`config.mk`:
```
export PLATFORM = sky130hd
export DESIGN_NAME = cgo_channel_ctrl
export DESIGN_NICKNAME = d
export VERILOG_FILES = /design/src/verilog/cgo_pkg.sv /design/src/verilog/cgo_channel_ctrl.sv
export SDC_FILE = /design/constraint.sdc
export NUM_CORES = 1
export LEC_CHECK = 0
export ABC_CLOCK_PERIOD_IN_PS = 9650
export BUFFER_PORTS_ARGS = -buffer_cell sky130_fd_sc_hd__buf_2
export CORE_MARGIN = 10
export CORE_UTILIZATION = 40
export DETAILED_ROUTE_END_ITERATION = 7
export GPL_ROUTABILITY_DRIVEN = 0
export PLACE_DENSITY_LB_ADDON = 0.1
export SKIP_CTS_REPAIR_TIMING = 1
export SLEW_MARGIN = 10
export SYNTH_ARGS = -nofsm -noshare
export SYNTH_HDL_FRONTEND = slang
export SYNTH_SLANG_ARGS = --single-unit
```
`constraint.sdc`:
```
create_clock -name clk_i -period 9.65 [get_ports clk_i]
set_input_delay 0.965 -clock clk_i [delete_from_list [all_inputs] [get_ports clk_i]]
set_output_delay 0.965 -clock clk_i [all_outputs]
set_load 0.02 [all_outputs]
```
`src/verilog/cgo_pkg.sv`:
```
`default_nettype none
package cgo_pkg;
    // Register byte addresses
    localparam logic [7:0] CGO_ADDR_GAIN = 8'h00;
    localparam logic [7:0] CGO_ADDR_TRIM1 = 8'h04;
    localparam logic [7:0] CGO_ADDR_TRIM2 = 8'h08;
    localparam logic [7:0] CGO_ADDR_CTRL = 8'h0c;
    localparam logic [7:0] CGO_ADDR_WAVE1 = 8'h10;
    localparam logic [7:0] CGO_ADDR_WAVE2 = 8'h14;
    localparam int CGO_ADDR_W = 8;

    // Gain register fields
    localparam int CGO_G1_LSB = 0;
    localparam int CGO_RNG_LSB = 3;
    localparam int CGO_G2_LSB = 5;
    localparam logic [2:0] CGO_GAIN_MAX = 3'h4;
    localparam logic [1:0] CGO_RANGE_MAX = 2'h2;

    // Offset trim fields: bit 5 sign, bits 4:0 magnitude
    localparam int CGO_TRIM_SIGN = 5;
    localparam int CGO_TRIM_MAG_W = 5;
    localparam int CGO_INTEG_BIT = 7;
    localparam int CGO_HPF_BIT = 0;

    localparam logic [7:0] CGO_GAIN_RST = 8'h00;
    localparam logic [7:0] CGO_TRIM_RST = 8'h00;
    localparam logic [7:0] CGO_CTRL_RST = 8'h00;

    // Trim step weight at each gain code, in units of 10 uV at the input
    localparam logic [4:0][7:0] CGO_STEP_WT = {8'h4d, 8'h54, 8'h61, 8'h77, 8'ha1};

    // Largest full-scale shift: 0.5 V >> 6 = 0.00781 V
    localparam logic [2:0] CGO_FS_SHIFT_MAX = 3'h6;
    localparam int CGO_HPF_SHIFT = 10;

    localparam int CGO_SAMP_W = 24;
    localparam logic [1:0] CGO_RESP_OKAY = 2'h0;
    localparam logic [1:0] CGO_RESP_SLVERR = 2'h2;

    typedef struct packed {
        logic valid;
        logic signed [CGO_SAMP_W-1:0] data;
    } cgo_sample_t;
endpackage
`default_nettype wire
```
`src/verilog/cgo_channel_ctrl.sv`:
```
// Notes on behaviour
// Channel 1 gain code comes from gain register bits 2 to 0.
// Each gain field selects one of gains 1, 2, 4, 8, 16.
// Channel 2 gain code comes from gain register bits 7 to 5.
// Bits 4 and 3 pick channel 1 range 0.5, 0.25 or 0.125 V.
// Channel 1 full scale is range over gain, smallest 0.00781 V.
// Per-channel 6-bit sign-magnitude trim is subtracted from the digitised signal.
// Trim magnitude spans at most 31 steps either way.
// Trim step weight follows gain, 1.61 mV at one to 0.77 mV.
// Waveform read-back shows residual offset when inputs are grounded.
// Host cancels offset by writing the opposite trim, then re-reads.
// Host should disable integrator and high-pass before channel 1 trim.
// Enabled channel 1 high-pass filter removes DC offset.
// Trim 1 register MSB enables the channel 1 integrator.
// Channel 1 integrator is off after reset until software enables it.
// Gain codes 0 to 4 are exponents; range codes 0 to 2.
// Invalid codes clamp to nearest valid; fields clear at reset.
`timescale 1ns/1ps
`default_nettype none
module cgo_channel_ctrl (
    input wire logic clk_i,
    input wire logic rst_i,
    input wire logic [cgo_pkg::CGO_ADDR_W-1:0] s_axi_awaddr_i,
    input wire logic s_axi_awvalid_i,
    output logic s_axi_awready_o,
    input wire logic [31:0] s_axi_wdata_i,
    input wire logic [3:0] s_axi_wstrb_i,
    input wire logic s_axi_wvalid_i,
    output logic s_axi_wready_o,
    output logic [1:0] s_axi_bresp_o,
    output logic s_axi_bvalid_o,
    input wire logic s_axi_bready_i,
    input wire logic [cgo_pkg::CGO_ADDR_W-1:0] s_axi_araddr_i,
    input wire logic s_axi_arvalid_i,
    output logic s_axi_arready_o,
    output logic [31:0] s_axi_rdata_o,
    output logic [1:0] s_axi_rresp_o,
    output logic s_axi_rvalid_o,
    input wire logic s_axi_rready_i,
    input wire cgo_pkg::cgo_sample_t ch1_raw_i,
    input wire cgo_pkg::cgo_sample_t ch2_raw_i,
    output cgo_pkg::cgo_sample_t ch1_out_o,
    output cgo_pkg::cgo_sample_t ch2_out_o,
    output logic [2:0] ch1_gain_exp_o,
    output logic [2:0] ch2_gain_exp_o,
    output logic [1:0] ch1_range_o,
    output logic [2:0] ch1_fs_shift_o,
    output logic ch1_integ_en_o,
    output logic ch1_hpf_en_o
);
    import cgo_pkg::*;

    logic [7:0] gain_q;
    logic [7:0] trim1_q;
    logic [5:0] trim2_q;
    logic [7:0] ctrl_q;
    logic signed [CGO_SAMP_W-1:0] wave1_q;
    logic signed [CGO_SAMP_W-1:0] wave2_q;

    logic awready_q;
    logic wready_q;
    logic bvalid_q;
    logic [1:0] bresp_q;
    logic aw_have_q;
    logic w_have_q;
    logic [CGO_ADDR_W-1:0] awaddr_q;
    logic [7:0] wbyte_q;
    logic wlane_q;
    logic arready_q;
    logic rvalid_q;
    logic [31:0] rdata_q;
    logic [1:0] rresp_q;

    logic wr_fire;
    logic wr_hit;
    logic [2:0] g1_exp;
    logic [2:0] g2_exp;
    logic [1:0] rng;

    // gain codes are exponents; R16: out-of-range codes clamp
    always_comb begin
        g1_exp = gain_q[CGO_G1_LSB +: 3];
        g2_exp = gain_q[CGO_G2_LSB +: 3];
        rng = gain_q[CGO_RNG_LSB +: 2];
        // only five gains reachable
        if (g1_exp > CGO_GAIN_MAX) begin
            g1_exp = CGO_GAIN_MAX;
        end
        if (g2_exp > CGO_GAIN_MAX) begin
            g2_exp = CGO_GAIN_MAX;
        end
        if (rng > CGO_RANGE_MAX) begin
            rng = CGO_RANGE_MAX;
        end
    end

    // Write channel: address and data accepted in either order
    assign wr_fire = aw_have_q && w_have_q && !bvalid_q;
    always_comb begin
        unique case (awaddr_q)
            CGO_ADDR_GAIN, CGO_ADDR_TRIM1, CGO_ADDR_TRIM2, CGO_ADDR_CTRL: wr_hit = 1'b1;
            default: wr_hit = 1'b0;
        endcase
    end

    always_ff @(posedge clk_i) begin
        if (rst_i) begin
            awready_q <= 1'b1;
            aw_have_q <= 1'b0;
            awaddr_q <= '0;
        end else if (s_axi_awvalid_i && awready_q) begin
            awready_q <= 1'b0;
            aw_have_q <= 1'b1;
            awaddr_q <= s_axi_awaddr_i;
        end else if (wr_fire) begin
            aw_have_q <= 1'b0;
        end else if (bvalid_q && s_axi_bready_i) begin
            awready_q <= 1'b1;
        end
    end

    always_ff @(posedge clk_i) begin
        if (rst_i) begin
            wready_q <= 1'b1;
            w_have_q <= 1'b0;
            wbyte_q <= '0;
            wlane_q <= 1'b0;
        end else if (s_axi_wvalid_i && wready_q) begin
            wready_q <= 1'b0;
            w_have_q <= 1'b1;
            wbyte_q <= s_axi_wdata_i[7:0];
            wlane_q <= s_axi_wstrb_i[0];
        end else if (wr_fire) begin
            w_have_q <= 1'b0;
        end else if (bvalid_q && s_axi_bready_i) begin
            wready_q <= 1'b1;
        end
    end

    always_ff @(posedge clk_i) begin
        if (rst_i) begin
            bvalid_q <= 1'b0;
            bresp_q <= CGO_RESP_OKAY;
        end else if (wr_fire) begin
            bvalid_q <= 1'b1;
            bresp_q <= wr_hit ? CGO_RESP_OKAY : CGO_RESP_SLVERR;
        end else if (bvalid_q && s_axi_bready_i) begin
            bvalid_q <= 1'b0;
        end
    end

    // Control registers; R16: clear at reset, R14: integrator off
    always_ff @(posedge clk_i) begin
        if (rst_i) begin
            gain_q <= CGO_GAIN_RST;
            trim1_q <= CGO_TRIM_RST;
            trim2_q <= CGO_TRIM_RST[5:0];
            ctrl_q <= CGO_CTRL_RST;
        end else if (wr_fire && wlane_q) begin
            unique case (awaddr_q)
                CGO_ADDR_GAIN: gain_q <= wbyte_q;
                // Bit 6 is reserved and held at zero
                CGO_ADDR_TRIM1: trim1_q <= {wbyte_q[CGO_INTEG_BIT], 1'b0, wbyte_q[5:0]};
                CGO_ADDR_TRIM2: trim2_q <= wbyte_q[5:0];
                CGO_ADDR_CTRL: ctrl_q <= {7'h00, wbyte_q[CGO_HPF_BIT]};
                default: ;
            endcase
        end
    end

    // Read channel: answer one cycle after the address is taken
    always_ff @(posedge clk_i) begin
        if (rst_i) begin
            arready_q <= 1'b1;
            rvalid_q <= 1'b0;
            rdata_q <= '0;
            rresp_q <= CGO_RESP_OKAY;
        end else if (s_axi_arvalid_i && arready_q) begin
            arready_q <= 1'b0;
            rvalid_q <= 1'b1;
            rresp_q <= CGO_RESP_OKAY;
            unique case (s_axi_araddr_i)
                CGO_ADDR_GAIN: rdata_q <= {24'h000000, gain_q};
                CGO_ADDR_TRIM1: rdata_q <= {24'h000000, trim1_q};
                CGO_ADDR_TRIM2: rdata_q <= {26'h0, trim2_q};
                CGO_ADDR_CTRL: rdata_q <= {24'h000000, ctrl_q};
                // waveform read-back, sign-extended
                CGO_ADDR_WAVE1: rdata_q <= {{8{wave1_q[CGO_SAMP_W-1]}}, wave1_q};
                CGO_ADDR_WAVE2: rdata_q <= {{8{wave2_q[CGO_SAMP_W-1]}}, wave2_q};
                default: begin
                    rdata_q <= '0;
                    rresp_q <= CGO_RESP_SLVERR;
                end
            endcase
        end else if (rvalid_q && s_axi_rready_i) begin
            rvalid_q <= 1'b0;
            arready_q <= 1'b1;
        end
    end

    // Offset trim per channel
    logic signed [CGO_SAMP_W-1:0] trim_val [2];
    logic signed [CGO_SAMP_W-1:0] corr_q [2];
    logic corr_vld_q [2];
    logic signed [CGO_SAMP_W:0] diff [2];

    genvar ch;
    generate
        for (ch = 0; ch < 2; ch++) begin : g_trim
            logic [5:0] code;
            logic [2:0] gexp;
            logic [16:0] step;
            cgo_sample_t raw;
            assign code = (ch == 0) ? trim1_q[5:0] : trim2_q;
            assign gexp = (ch == 0) ? g1_exp : g2_exp;
            assign raw = (ch == 0) ? ch1_raw_i : ch2_raw_i;
            // five magnitude bits cap the trim at 31 steps
            // step weight scaled by gain, referred to the output
            assign step = 17'((CGO_TRIM_MAG_W'(code[CGO_TRIM_MAG_W-1:0]) * CGO_STEP_WT[gexp]) << gexp);
            assign trim_val[ch] = code[CGO_TRIM_SIGN] ? -CGO_SAMP_W'(step) : CGO_SAMP_W'(step);
            // subtract the sign-magnitude trim from the sample
            assign diff[ch] = {raw.data[CGO_SAMP_W-1], raw.data} - {trim_val[ch][CGO_SAMP_W-1], trim_val[ch]};

            // Saturate rather than wrap near full scale
            always_ff @(posedge clk_i) begin
                if (rst_i) begin
                    corr_q[ch] <= '0;
                    corr_vld_q[ch] <= 1'b0;
                end else begin
                    corr_vld_q[ch] <= raw.valid;
                    if (raw.valid) begin
                        if (diff[ch][CGO_SAMP_W] != diff[ch][CGO_SAMP_W-1]) begin
                            corr_q[ch] <= diff[ch][CGO_SAMP_W] ? {1'b1, {(CGO_SAMP_W-1){1'b0}}}
                                                               : {1'b0, {(CGO_SAMP_W-1){1'b1}}};
                        end else begin
                            corr_q[ch] <= diff[ch][CGO_SAMP_W-1:0];
                        end
                    end
                end
            end
        end
    endgenerate

    // first-order DC tracker on channel 1; one-pole trades settling time for ripple
    logic signed [CGO_SAMP_W+CGO_HPF_SHIFT-1:0] dc_acc_q;
    logic signed [CGO_SAMP_W-1:0] dc_est;
    logic signed [CGO_SAMP_W-1:0] ch1_hp;
    assign dc_est = dc_acc_q[CGO_SAMP_W+CGO_HPF_SHIFT-1:CGO_HPF_SHIFT];
    assign ch1_hp = corr_q[0] - dc_est;

    always_ff @(posedge clk_i) begin
        if (rst_i || !ctrl_q[CGO_HPF_BIT]) begin
            dc_acc_q <= '0;
        end else if (corr_vld_q[0]) begin
            dc_acc_q <= dc_acc_q + (CGO_SAMP_W+CGO_HPF_SHIFT)'(ch1_hp);
        end
    end

    // Output samples and waveform registers
    always_ff @(posedge clk_i) begin
        if (rst_i) begin
            ch1_out_o <= '0;
            ch2_out_o <= '0;
            wave1_q <= '0;
            wave2_q <= '0;
        end else begin
            ch1_out_o.valid <= corr_vld_q[0];
            ch2_out_o.valid <= corr_vld_q[1];
            if (corr_vld_q[0]) begin
                // DC removed only while the filter is on
                ch1_out_o.data <= ctrl_q[CGO_HPF_BIT] ? ch1_hp : corr_q[0];
                // residual offset visible with filter off
                wave1_q <= ctrl_q[CGO_HPF_BIT] ? ch1_hp : corr_q[0];
            end
            if (corr_vld_q[1]) begin
                ch2_out_o.data <= corr_q[1];
                wave2_q <= corr_q[1];
            end
        end
    end

    // Decoded settings to the analog front end
    always_ff @(posedge clk_i) begin
        if (rst_i) begin
            ch1_gain_exp_o <= '0;
            ch2_gain_exp_o <= '0;
            ch1_range_o <= '0;
            ch1_fs_shift_o <= '0;
            ch1_integ_en_o <= 1'b0;
            ch1_hpf_en_o <= 1'b0;
        end else begin
            // channel 1 gain
            ch1_gain_exp_o <= g1_exp;
            // channel 2 gain
            ch2_gain_exp_o <= g2_exp;
            // range scales the converter reference
            ch1_range_o <= rng;
            // full scale = 0.5 V >> (range + gain), capped at 0.00781 V
            ch1_fs_shift_o <= (3'(rng) + g1_exp > CGO_FS_SHIFT_MAX) ? CGO_FS_SHIFT_MAX : 3'(rng) + g1_exp;
            // trim 1 MSB turns on the integrator
            ch1_integ_en_o <= trim1_q[CGO_INTEG_BIT];
            ch1_hpf_en_o <= ctrl_q[CGO_HPF_BIT];
        end
    end

    assign s_axi_awready_o = awready_q;
    assign s_axi_wready_o = wready_q;
    assign s_axi_bvalid_o = bvalid_q;
    assign s_axi_bresp_o = bresp_q;
    assign s_axi_arready_o = arready_q;
    assign s_axi_rvalid_o = rvalid_q;
    assign s_axi_rdata_o = rdata_q;
    assign s_axi_rresp_o = rresp_q;
endmodule // cgo_channel_ctrl
`default_nettype wire

```
==> impl_metrics.tcl <==
set metrics [dict create \
    status "complete, no violations" \
    fin_crit_sh 0.924 \
    cts_buffers 26 \
    layout-drive-gt1-share 0.123 \
    grt_usage 0.196 \
    synth_edf_count 48 \
    yosysWarningCount 0 \
    via_count 16534 \
    setup_viol 0 \
    yosys.area.top_type "dfxtp_1" \
    reg2reg_depth 29 \
    crit_family "compound AO/OA/AOI/OAI gates" \
    dpl.hpwl_microns 43200 \
    wl_per_cell_microns 18.7 \
    syn_area_sq_um 18300 \
    grt_max_degree 83 \
    ys_seq_area_frac 0.265 \
    report.final.slew_viol_count 0 \
    io_pins 213 \
    maxCapViolations 0 \
    hold_viol 0 \
    rsz0062_at_grt "false" \
    syn_avg_cell_area_sq_um 8.26 \
    grt-ovfl-total 0 \
    worst_pin_slew_ns 1.02 \
    power.switching_mw 0.751 \
    cpMaxStageDelayCell "a222oi_1" \
    first_pass_iters 6 \
    clk_path_buf_depth 3 \
    leakage_nw 8.97 \
    die_width_microns 234 \
    fmax_ghz 0.112 \
    io_buffers 183 \
    setup_ws_ns 0.731 \
    grt_pass1_vias 15923 \
    cts_tree "yes" \
    cp-start-kind "flip-flop" \
    antenna_found_initial 2 \
    critical-path-max-stage-delay_ns 0.57 \
    netlist_instances 2218 \
    ant_nets 0 \
    yosysTopAreaCellShare 0.187 \
    path_depth 29 \
    antennaDiodeCount 0 \
    layoutNonFillerInstCount 2959 \
    post-route-drc-count 0 \
    cp.required_ns 10.01 \
    clock_latency_ns 0.56 \
    die_y_microns 234 \
    stdcell_area_sq_um 20600 \
    htreeDepth 1 \
    core_sq_um 45400 \
    netlist_top_cells_count "nor2_1 (229), nand2_1 (182), dfxtp_1 (171)" \
    internal_power_mw 1.75 \
    arrival_ns 9.28 \
    synth_most_common_cell "nor2_1" \
    path_buf_inv 3 \
    min_path_cells 2 \
    power_frac_clock 0.379 \
    synth_ff_type "dfxtp_1" \
    start_util 0.404 \
    crit_path_end_kind "flip-flop" \
    ys_async_sr_fraction 0 \
    place_inst 2913 \
    yosysUniqueCellTypes 89 \
    rows 78 \
    pre_cts_slack_ns 0.815 \
    netSwitchingFraction 0.300 \
    power.density_nw_per_um2 122 \
    comb_power_share 0.216 \
    grt_pass1_wl_microns 87400 \
    clock_skew_ns 0.0281 \
    critical_path_class "flip-flop to flip-flop" \
    final.setup.tns_ns 0 \
    clockRootBuffer "clkbuf_16" \
    hp-class "flip-flop to flip-flop" \
    place_area_sq_um 19700 \
    timing.final.crit_period_ns 8.92 \
    synth_seq_cells 219 \
    clkTransAtPathRegs_ns 0.06 \
    path_max_fanout 23 \
    wl_microns 55200 \
    die-area_sq_um 54800 \
    ir_worst_vdd_uv 107 \
    cts.sinks 219 \
    drt-vias-per-instance 5.59 \
    maxSlewHeadroom 0.321 \
    nets 2641 \
    seqPwrFrac 0.405 \
    timing.hold.ws_ns 0.458 \
    area_growth_pct 12.1 \
    yosys-top-cells-area "dfxtp_1 (19%), ha_1 (10%), edfxtp_1 (7.9%), mux2i_1 (7.2%), nor2_1 (4.7%)" \
    drt_iter0_markers 1237 \
]
per-stage QoR:
stage / power (mW) / utilization
3_3_place_gp: 1.57 / 0.435
4_1_cts: 2.53 / 0.453
3_5_place_dp: 1.57 / 0.435
2_1_floorplan: 1.42 / -
6_report: 2.50 / 0.453
5_1_grt: 2.63 / 0.453
per-layer routing:
metal	routed length (microns)	global-route usage	vias up
met5	27	0	-
met4	822	0.0337	4
met3	3150	0.0295	58
met2	25100	0.317	411
met1	26200	0.274	7903
li1	-	-	8158
worst paths after layout:
kind / start / endpoint / slack [ns]
setup / recovery: gain_q[0] / corr_q[0][16] / 0.73
hold / removal: awaddr_q[1] / awaddr_q[1] / 0.46
setup reg to reg: gain_q[0] / corr_q[0][16] / 0.73
hold reg to reg: awaddr_q[1] / awaddr_q[1] / 0.46
placed cells by master (no fill, tap or decap), types with 26 or more instances in the layout:
| cell type | Yosys | final |
|---|---|---|
| clkbuf_16 | 0 | 26 |
| xor2_1 | 47 | 47 |
| dfxtp_1 | 171 | 170 |
| inv_1 | 137 | 137 |
| nor3_1 | 32 | 32 |
| nor2_1 | 229 | 229 |
| xnor2_1 | 69 | 69 |
| a211oi_1 | 44 | 44 |
| ha_1 | 150 | 150 |
| a21o_1 | 48 | 48 |
| nand2b_1 | 43 | 43 |
| nor2b_1 | 41 | 41 |
| buf_2 | 2 | 182 |
| fa_1 | 41 | 41 |
| nand3_1 | 38 | 38 |
| buf_4 | 10 | 29 |
| and2_1 | 31 | 31 |
| nand2_1 | 182 | 182 |
| edfxtp_1 | 48 | 48 |
| o21ai_0 | 110 | 110 |
| a21oi_1 | 170 | 170 |
| mux2i_1 | 132 | 132 |
cell type report:
| type | instances | area (sq um) |
|---|---|---|
| Sequential cell | 219 | 4870 |
| Multi-Input combinational cell | 1744 | 12500 |
| Tap cell | 600 | 751 |
| Inverter | 139 | 522 |
| Clock inverter | 6 | 70.1 |
| Clock buffer | 40 | 743 |
| Fill cell | 4608 | 24800 |
| Timing Repair Buffer | 211 | 1130 |
worst register-to-register path, delay by kind of cell (launching register included):
| kind | cells | cell delay, ns |
|---|---|---|
| AO/OA/AOI/OAI | 12 | 2.99 |
| AND/OR/NAND/NOR | 6 | 2.12 |
| adder cells (fa/ha/maj) | 5 | 2.06 |
| flip-flops | 1 | 0.54 |
| buffers and inverters | 3 | 0.37 |
| XOR/XNOR | 2 | 0.36 |
| multiplexers | 1 | 0.29 |
power groups by stage:
stage | logic [mW] | registers (mW) | clock network [mW]
floorplan | 0.387 | 1.03 | 0
global placement | 0.532 | 1.03 | 0
detailed placement | 0.536 | 1.03 | 0
CTS | 0.540 | 1.01 | 0.974
global route | 0.603 | 1.02 | 1.01
finish | 0.540 | 1.01 | 0.949
flip-flops by register name (all words and copies together) (netlist names), 2 cells and up:
name	flops
corr_q	48
ch1_range_o	2
s_axi_rdata_o	24
wave1_q	24
dc_acc_q	34
wave2_q	24
corr_vld_q	2
ch1_fs_shift_o	3
ch2_gain_exp_o	3
g_trim.code	6
gain_q	8
ch1_gain_exp_o	3
trim1_q	7
awaddr_q	8
wbyte_q	8
logic make-up (layout without fill, tap and decap cells):
| group | after synthesis | count (layout) | synth area share |
|---|---|---|---|
| xor+xnor | 116 | 116 | 0.0554 |
| fa+ha+maj | 191 | 191 | 0.147 |
| simple gates | 698 | 698 | 0.181 |
| other cells | 1 | 2 | 0.000205 |
| compound gates | 589 | 589 | 0.213 |
| mux | 148 | 148 | 0.0831 |
| buf+inv | 256 | 396 | 0.0550 |
| flops | 219 | 219 | 0.265 |
Power figures use the tool's default switching activity.
